File: src/include/oag_pkg.sv
// Purpose: constants for the operand address generator
// Assumes: 16-bit byte-addressed memory, word-aligned workspace
// Notes: mode codes follow the two-bit addressing field plus special uses
// How it works
// - register mode: workspace register contents are the operand, operand address is the register location
// - register indirect: register contents are the operand memory address
// - indexed: extension word plus register; register zero means direct instead
// - direct: extension word used unchanged as operand address
// - auto-increment: access at register address, then add two (word) or one (byte)
// - immediate: extension word is the operand value itself
// - jump: signed 8-bit displacement, doubled, added to updated program counter
// - bit i/o: displacement added to current base address selects the bit
// - monitor rom decoded from fc00, read/write memory from 0000
// - thirty-two bit i/o, sixteen in and sixteen out; clock may feed input two
package oag_pkg;
  localparam logic [1:0] MODE_REG = 2'h0;
  localparam logic [1:0] MODE_IND = 2'h1;
  localparam logic [1:0] MODE_IDX = 2'h2;
  localparam logic [1:0] MODE_INC = 2'h3;
  localparam logic [15:0] ROM_BASE = 16'hfc00;
  localparam logic [15:0] RAM_BASE = 16'h0000;
  localparam logic [15:0] WORD_STEP = 16'h0002;
  localparam logic [15:0] BYTE_STEP = 16'h0001;
  localparam logic [3:0] CLOCK_BIT = 4'h2;
  localparam logic [3:0] REG_ZERO = 4'h0;
  typedef enum logic [2:0] {
    OAG_IDLE, OAG_RDREG, OAG_RDEXT, OAG_WBREG, OAG_DONE
  } oag_state_e;
endpackage

File: src/rtl/oag_operand_address_generator.sv
// Purpose: effective address formation between decode and memory bus
// Assumes: memory answers a read with rd_valid one or more cycles later; monitor
//   software handles the terminal dialogue
// Notes: one request at a time; busy while a request is open
`timescale 1ns/1ps
module oag_operand_address_generator #(
  parameter int IO_WIDTH = 16
) (
  input wire logic mclk,
  input wire logic resetn,
  input wire logic req,
  input wire logic [1:0] mode,
  input wire logic [3:0] reg_sel,
  input wire logic byte_op,
  input wire logic immediate,
  input wire logic jump,
  input wire logic bit_io,
  input wire logic [7:0] relative_offset,
  input wire logic [15:0] workspace_ptr,
  input wire logic [15:0] program_counter,
  input wire logic [15:0] base_addr,
  output logic busy,
  output logic done,
  output logic addr_valid,
  output logic [15:0] operand_addr,
  output logic [15:0] operand_value,
  output logic value_valid,
  output logic mem_rd,
  output logic mem_wr,
  output logic [15:0] mem_addr,
  output logic [15:0] mem_wdata,
  input wire logic rd_valid,
  input wire logic [15:0] rd_data,
  output logic ext_fetch,
  output logic rom_sel,
  output logic ram_sel,
  input wire logic [IO_WIDTH-1:0] io_in_pins,
  input wire logic clock_tick,
  input wire logic clock_route_en,
  output logic [IO_WIDTH-1:0] io_in,
  output logic [IO_WIDTH-1:0] io_out_pins,
  input wire logic [IO_WIDTH-1:0] io_out_data,
  input wire logic io_out_load
);
  oag_pkg::oag_state_e state, next_state;
  logic [1:0] md, next_md;
  logic [3:0] rs, next_rs;
  logic bop, next_bop, imm, next_imm;
  logic [15:0] regval, next_regval;
  logic [15:0] next_operand_addr, next_operand_value, next_mem_addr, next_mem_wdata;
  logic next_addr_valid, next_value_valid, next_mem_rd, next_mem_wr, next_ext_fetch;
  logic [IO_WIDTH-1:0] in_s1, in_s2, next_io_out, next_io_in;
  logic clk_s1, clk_s2;
  logic [15:0] reg_loc, sext_off;

  assign reg_loc = 16'(workspace_ptr + {11'h000, rs, 1'b0});
  assign sext_off = {{8{relative_offset[7]}}, relative_offset};
  assign busy = (state != oag_pkg::OAG_IDLE);

  always_comb begin
    next_state = state;
    next_md = md;
    next_rs = rs;
    next_bop = bop;
    next_imm = imm;
    next_regval = regval;
    next_operand_addr = operand_addr;
    next_operand_value = operand_value;
    next_addr_valid = addr_valid;
    next_value_valid = value_valid;
    next_mem_rd = 1'b0;
    next_mem_wr = 1'b0;
    next_mem_addr = mem_addr;
    next_mem_wdata = mem_wdata;
    next_ext_fetch = 1'b0;
    done = 1'b0;
    case (state)
      oag_pkg::OAG_IDLE: begin
        if (req) begin
          next_md = mode;
          next_rs = reg_sel;
          next_bop = byte_op;
          next_imm = immediate;
          next_addr_valid = 1'b0;
          next_value_valid = 1'b0;
          if (jump) begin
            next_operand_addr = 16'(program_counter + {sext_off[14:0], 1'b0});
            next_addr_valid = 1'b1;
            next_state = oag_pkg::OAG_DONE;
          end else if (bit_io) begin
            next_operand_addr = 16'(base_addr + sext_off);
            next_addr_valid = 1'b1;
            next_state = oag_pkg::OAG_DONE;
          end else if (immediate ||
              (mode == oag_pkg::MODE_IDX && reg_sel == oag_pkg::REG_ZERO)) begin
            next_mem_rd = 1'b1;
            next_ext_fetch = 1'b1;
            next_mem_addr = program_counter;
            next_state = oag_pkg::OAG_RDEXT;
          end else begin
            next_mem_rd = 1'b1;
            next_mem_addr = 16'(workspace_ptr + {11'h000, reg_sel, 1'b0});
            next_state = oag_pkg::OAG_RDREG;
          end
        end
      end
      oag_pkg::OAG_RDREG: begin
        if (rd_valid) begin
          next_regval = rd_data;
          case (md)
            oag_pkg::MODE_REG: begin
              next_operand_value = rd_data;
              next_operand_addr = reg_loc;
              next_value_valid = 1'b1;
              next_state = oag_pkg::OAG_DONE;
            end
            oag_pkg::MODE_IND: begin
              next_operand_addr = rd_data;
              next_addr_valid = 1'b1;
              next_state = oag_pkg::OAG_DONE;
            end
            oag_pkg::MODE_IDX: begin
              next_mem_rd = 1'b1;
              next_ext_fetch = 1'b1;
              next_mem_addr = program_counter;
              next_state = oag_pkg::OAG_RDEXT;
            end
            default: begin
              next_operand_addr = rd_data;
              next_addr_valid = 1'b1;
              next_mem_wr = 1'b1;
              next_mem_addr = reg_loc;
              next_mem_wdata = 16'(rd_data + (bop ? oag_pkg::BYTE_STEP : oag_pkg::WORD_STEP));
              next_state = oag_pkg::OAG_WBREG;
            end
          endcase
        end
      end
      oag_pkg::OAG_RDEXT: begin
        if (rd_valid) begin
          if (imm) begin
            next_operand_value = rd_data;
            next_value_valid = 1'b1;
          end else if (md == oag_pkg::MODE_IDX && rs != oag_pkg::REG_ZERO) begin
            next_operand_addr = 16'(rd_data + regval);
            next_addr_valid = 1'b1;
          end else begin
            next_operand_addr = rd_data;
            next_addr_valid = 1'b1;
          end
          next_state = oag_pkg::OAG_DONE;
        end
      end
      oag_pkg::OAG_WBREG: next_state = oag_pkg::OAG_DONE;
      default: begin
        done = 1'b1;
        next_state = oag_pkg::OAG_IDLE;
      end
    endcase
  end

  always_ff @(posedge mclk or negedge resetn) begin
    if (!resetn) begin
      state <= oag_pkg::OAG_IDLE;
      md <= oag_pkg::MODE_REG;
      rs <= oag_pkg::REG_ZERO;
      bop <= 1'b0;
      imm <= 1'b0;
      regval <= 16'h0000;
      operand_addr <= 16'h0000;
      operand_value <= 16'h0000;
      addr_valid <= 1'b0;
      value_valid <= 1'b0;
      mem_rd <= 1'b0;
      mem_wr <= 1'b0;
      mem_addr <= 16'h0000;
      mem_wdata <= 16'h0000;
      ext_fetch <= 1'b0;
    end else begin
      state <= next_state;
      md <= next_md;
      rs <= next_rs;
      bop <= next_bop;
      imm <= next_imm;
      regval <= next_regval;
      operand_addr <= next_operand_addr;
      operand_value <= next_operand_value;
      addr_valid <= next_addr_valid;
      value_valid <= next_value_valid;
      mem_rd <= next_mem_rd;
      mem_wr <= next_mem_wr;
      mem_addr <= next_mem_addr;
      mem_wdata <= next_mem_wdata;
      ext_fetch <= next_ext_fetch;
    end
  end

  // memory placement decode for the bus address
  always_comb begin
    rom_sel = 1'b0;
    ram_sel = 1'b0;
    if (mem_addr >= oag_pkg::ROM_BASE) begin
      rom_sel = 1'b1;
    end else if (mem_addr >= oag_pkg::RAM_BASE) begin
      ram_sel = 1'b1;
    end
  end

  // discrete i/o: inputs synchronised, input two optionally the clock
  always_comb begin
    next_io_out = io_out_load ? io_out_data : io_out_pins;
    next_io_in = in_s2;
    if (clock_route_en) begin
      next_io_in[oag_pkg::CLOCK_BIT] = clk_s2;
    end
  end

  always_ff @(posedge mclk or negedge resetn) begin
    if (!resetn) begin
      in_s1 <= '0;
      in_s2 <= '0;
      clk_s1 <= 1'b0;
      clk_s2 <= 1'b0;
      io_out_pins <= '0;
      io_in <= '0;
    end else begin
      in_s1 <= io_in_pins;
      in_s2 <= in_s1;
      clk_s1 <= clock_tick;
      clk_s2 <= clk_s1;
      io_out_pins <= next_io_out;
      io_in <= next_io_in;
    end
  end
endmodule

File: config.mk
export PLATFORM = sky130hd
export DESIGN_NAME = oag_operand_address_generator
export DESIGN_NICKNAME = d
export VERILOG_FILES = /design/src/include/oag_pkg.sv /design/src/rtl/oag_operand_address_generator.sv
export SDC_FILE = /design/constraint.sdc
export NUM_CORES = 1
export LEC_CHECK = 0
export BUFFER_PORTS_ARGS = -buffer_cell sky130_fd_sc_hd__buf_2
export CORE_ASPECT_RATIO = 2
export CORE_MARGIN = 2
export CORE_UTILIZATION = 55
export CTS_CLUSTER_DIAMETER = 60
export DETAILED_ROUTE_END_ITERATION = 16
export PLACE_DENSITY = 0.88
export REMOVE_ABC_BUFFERS = 1
export SLEW_MARGIN = 20
export SYNTH_ARGS = -nofsm -noshare
export SYNTH_HDL_FRONTEND = slang
export SYNTH_SLANG_ARGS = --single-unit
File: constraint.sdc
create_clock -name mclk -period 3.1 [get_ports mclk]
set_input_delay 0.62 -clock mclk [delete_from_list [all_inputs] [get_ports mclk]]
set_output_delay 0.62 -clock mclk [all_outputs]
set_load 0.03 [all_outputs]
==> metrics.cfg, run 1 <==
[clock_network]
clkTransAtPathRegs_ns=0.07
cts_num_sinks=162
clock_latency_ns=0.43
cts_buffers=17
cts_root_buffer=clkbuf_16
hold_buffers=0
cts_htree_levels=4
post-cts-setup-buffer-count=0
cts_tree=built
cts_resized=0
clockBufferDepth=2

[floorplanning]
row_count=67
die_h_um=189
start_util=0.559
dieWidth_um=96.3
dieArea_sq_mm=0.0182
pin_count=226
fp.coreArea_sq_mm=0.0168

[logic_synthesis]
synthMuxAreaShare=0.0602
synthAdderAreaFrac=0.0848
synth.yosys.seq_area_share=0.432
synth-simple-area-share=0.156
synth_compound_area_frac=0.174
synthXorXnorAreaFrac=0.0680
yosysWarnings=0
synth_edf_count=0
synth_flop_cell=dfrtp_1
yosys.area.top_type=dfrtp_1
synth-seq-cells=162
syn_avg_cell_area_sq_um=9.75
synth_top_area_share=0.432
synthCells=962
synth.distinct_cells=67
yosys-top-cells-area=dfrtp_1 43%, ha_1 7.2%, nand2_1 6.0%, mux2_2 5.2%, xnor2_1 3.6%
synth_top_family_by_area=compound AO/OA/AOI/OAI gates
synthArstFlopShare=1.00
syn_area_sq_mm=0.00938

[power]
leakage_nw=5.50
p_per_area_mw_per_mm2=761
totalPowerFinal_mw=8.71
ir_drop_v=0.000434

[placement]
gp_congestion=1.03
place_area_sq_mm=0.0109
place_ws_ns=0.0571
dp.cells=1390
post-dp-hpwl_mm=23.0
io_buffers=225

[route]
drc=0
num_vias=8516
routed_wl_mm=29.2
wire_per_inst_um=20.5
drt_iter0_drc=519
viasPerCell=5.99
drt_pass1_iterations=5
ant_nets=0

[worst_setup_path]
start_kind=register
critPathArrivalTime_ns=3.03
worst_setup_path_end_kind=register
crit_required_ns=3.45
reg2reg_from=regval[0]
reg2reg_depth=12
reg2reg_to=operand_addr[14]
critical_path_peak_fanout=3
worstSetupPathType=reg -> reg
crit_end=operand_addr[14]
r2r_slack_ns=0.42
cp-startpoint=regval[0]

[final_layout]
fillCellCount=1356
postLayoutCellArea_sq_mm=0.0114
fin_nets=1383
antenna_cells=0
final_util=0.683
area.growth.synth_to_final_pct=22.1
drive_gt1_frac=0.295
fin_cells=1422

[timing]
setup_slack_ns=0.422
post-route-min-period_ns=2.68
tns_ns=0
worst_hold_slack_ns=0.101
hold_viol_final=0
fmax_ghz=0.373
drv_slew=0
clock_skew_ns=0.0136
grt_setup_unrepaired=false
worst_pin_slew_ns=0.682
period_share=0.864
slew_headroom=0.544
setup_viol=0

[min_path]
hold_path.class=in -> async

[global_route]
grt_max_degree=67
grt_pass1_vias=8977
grt_antenna_before_repair=0
grt_usage=0.328
overflow=0
grt_pass1_wl_mm=45.4

[run_status]
status=completed

[job]
max_cap_violations=0

## synth_stat cells (8+ instances only)
master,n
nand2_1,149
o21ai_0,51
a221oi_1,13
inv_1,16
ha_1,54
xor2_1,32
nor3_1,20
o21a_1,11
and3_1,9
mux2_2,43
a21o_1,18
buf_2,13
a21oi_1,50
dfrtp_1,162
clkbuf_1,21
xnor2_1,39
nand2b_1,13
a31oi_1,13
nor2b_1,12
a211oi_1,10
o22ai_1,9
mux2i_1,8
nor2_1,75
nand3_1,13
## state kept, by name, indices dropped and copies added (netlist names), 2 cells and up
register	count
md	2
rs	4
state	3
io_out_pins	16
mem_addr	16
io_in	16
operand_value	16
regval	16
mem_wdata	16
in_s2	16
in_s1	16
operand_addr	16
## layer usage
metal	vias to the layer above	track usage	wire length, um
met5	-	0	0
met1	4034	0.330	9610
met4	0	0.238	2270
li1	3914	-	-
met2	428	0.581	15500
met3	140	0.0564	1820
## power by group
part | switching, mW | total (mW) | internal, mW
sequential | 0.366 | 3.01 | 2.65
clock | 1.01 | 2.08 | 1.08
combinational | 2.34 | 3.61 | 1.28
total | 3.71 | 8.71 | 5.00
## critical path: stages, from the launching register on
cell      delay, ns
dfrtp_1        0.36
ha_1           0.17
inv_1          0.05
fa_1           0.40
nand2b_1       0.19
a21oi_1        0.23
nor3_1         0.13
o41ai_2        0.34
buf_4          0.19
o22ai_1        0.10
xnor2_1        0.16
nand2_1        0.07
a31oi_1        0.19
## worst min path at each step
stage                     cells past startpoint  slack [ns]  startpoint           endpoint
final                                         1        0.10      resetn  operand_value[15]
after global routing                          1        0.13      resetn  operand_value[15]
after CTS                                     1        0.12      resetn       mem_addr[11]
after detailed placement                      0        0.33      clk_s1             clk_s2
after global placement                        0        0.33   in_s1[11]          in_s2[11]
after floorplan                               0        0.32      resetn         addr_valid
## kinds of logic after synthesis
| family | after synthesis |
|---|---|
| DFF | 162 |
| adders and majority gates | 60 |
| AOI/OAI and AO/OA | 238 |
| muxes | 51 |
| buffers and inverters | 54 |
| xor gates and xnor gates | 72 |
| and+or+nand+nor | 325 |
## cell type report
cell class / instances / area, sq um / share of cell area
clock buffer: 17 / 425 / 0.0372
clock inverter: 15 / 159 / 0.0139
inverter: 16 / 60.1 / 0.00525
multi-input combinational: 746 / 5090 / 0.445
sequential: 162 / 4050 / 0.354
tap: 207 / 259 / 0.0226
timing repair buffer: 259 / 1400 / 0.122
## cell usage in the layout, fill, tap and decap left out, types with 6 or more instances in the layout
cell / synthesis / final
nand2b_1: 13 / 13
o31ai_1: 7 / 7
a211oi_1: 10 / 10
xnor2_1: 39 / 39
nor2b_1: 12 / 12
buf_4: 4 / 33
a21oi_1: 50 / 50
o21bai_1: 7 / 7
and3_1: 9 / 9
o221ai_1: 7 / 7
nor2_1: 75 / 75
xor2_1: 32 / 32
buf_2: 13 / 224
fa_1: 6 / 6
nor3_1: 20 / 20
o21a_1: 11 / 11
ha_1: 54 / 54
nand2_1: 149 / 149
o211ai_1: 6 / 6
mux2_2: 43 / 43
clkbuf_16: 0 / 17
inv_1: 16 / 16
dfrtp_1: 162 / 162
mux2i_1: 8 / 8
a21o_1: 18 / 18
o21ai_0: 51 / 51
o22ai_1: 9 / 9
a31oi_1: 13 / 13
or3_1: 6 / 6
nand3_1: 13 / 13
a221oi_1: 13 / 13
Power figures use the tool's default switching activity.
==> run 2: changes to the inputs <==
clock period = 2.9 ns   (was 3.1 ns; I/O delays follow)
==> metrics.cfg, run 2 (synthesized netlist as in run 1, its figures left out) <==
[timing]
grt_setup_unrepaired=false
setup_slack_ns=0.247
post-route-min-period_ns=2.65
slew_headroom=0.539
setup_viol=0
drv_slew=0
worst_hold_slack_ns=0.147
fmax_ghz=0.377
worst_pin_slew_ns=0.690
clock_skew_ns=0.0117
period_share=0.915
hold_viol_final=0

[route]
drt_iter0_drc=608
wire_per_inst_um=20.4
drc=0
drt_pass1_iterations=5
viasPerCell=5.99
ant_nets=0
num_vias=8597
routed_wl_mm=29.3

[global_route]
overflow=0
grt_usage=0.330
grt_max_degree=64
grt_pass1_vias=8936
grt_antenna_before_repair=1
grt_pass1_wl_mm=45.4

[clock_network]
cts_buffers=17
hold_buffers=0
cts_resized=0
clock_latency_ns=0.44
cts_tree=built
post-cts-setup-buffer-count=0
cts_root_buffer=clkbuf_16
clkTransAtPathRegs_ns=0.07
clockBufferDepth=2
cts_htree_levels=4
cts_num_sinks=162

[floorplanning]
die_h_um=189
dieWidth_um=96.3
start_util=0.559
fp.coreArea_sq_mm=0.0168
dieArea_sq_mm=0.0182
row_count=67
pin_count=226

[power]
leakage_nw=5.56
totalPowerFinal_mw=9.37
p_per_area_mw_per_mm2=811
ir_drop_v=0.000502

[final_layout]
area.growth.synth_to_final_pct=23.2
final_common_cell=buf_2
mostFrequentLayoutCells=224 x buf_2, 162 x dfrtp_1, 149 x nand2_1
fin_nets=1396
fin_cells=1435
drive_gt1_frac=0.302

[min_path]
hold_path.class=in -> async

[worst_setup_path]
worst_setup_path_end_kind=register
r2r_slack_ns=0.27
reg2reg_depth=9
critical_path_peak_fanout=3
reg2reg_to=operand_addr[15]
start_kind=input port
crit_required_ns=3.23
critPathArrivalTime_ns=2.98
reg2reg_from=regval[1]
worstSetupPathType=in -> reg

[placement]
dp.cells=1403
place_ws_ns=-0.157
io_buffers=225
gp_congestion=1.03
post-dp-hpwl_mm=23.1

[job]
max_cap_violations=0

[run_status]
status=completed

-- run 2: changes by cell type in the layout (fill, tap and decap cells not counted), sizes merged --
cell	change
bufinv	+1
clkbuf	+1
clkinvlp	+1
diode	+1
buf	+13
inv	-1
clkinv	-3
-- run 2: through the flow --
step	setup TNS (ns)	area, sq um	util
2_1_floorplan	0	9210	-
3_3_place_gp	-0.0572	11000	0.655
3_5_place_dp	-0.286	11000	0.655
4_1_cts	0	11600	0.689
5_1_grt	0	11600	0.689
6_report	0	11600	0.689
-- run 2: area by class of cell --
cell class / count / area [sq um]
timing repair buffer: 272 / 1510
clock buffer: 18 / 429
tap: 207 / 259
inverter: 16 / 60.1
antenna: 1 / 2.50
sequential: 162 / 4050
multi-input combinational: 746 / 5100
clock inverter: 13 / 148
fill: 1344 / 5210
-- run 2: worst max-delay path by stage --
stage,endpoint,start,depth (start not counted)
3_5_place_dp,operand_addr[15],relative_offset[0],11
6_report,operand_addr[15],relative_offset[0],11
3_3_place_gp,operand_addr[15],relative_offset[0],11
4_1_cts,operand_addr[12],regval[0],12
5_1_grt,operand_addr[12],regval[0],12
2_1_floorplan,operand_addr[15],workspace_ptr[1],10
-- run 2: metal layers --
metal | up-vias | track usage | routed length [um]
met2 | 460 | 0.587 | 15600
met3 | 148 | 0.0556 | 1780
met4 | 0 | 0.241 | 2290
met1 | 4062 | 0.330 | 9610
met5 | - | 0 | 0
li1 | 3927 | - | -
-- run 2: report_power, final --
part	internal, mW	switching (mW)
registers	2.83	0.397
logic	1.39	2.51
clock network	1.22	1.03
total	5.43	3.94
-- run 2: worst max-delay path, stage by stage --
cell and delay, ns:
buf_2 0.11, ha_1 0.21, fa_1 0.45, a211oi_2 0.32, o21ai_1 0.17, a41oi_2 0.29
a21oi_2 0.11, a31oi_1 0.24, xnor2_1 0.13, a221oi_2 0.28, o21ai_1 0.08
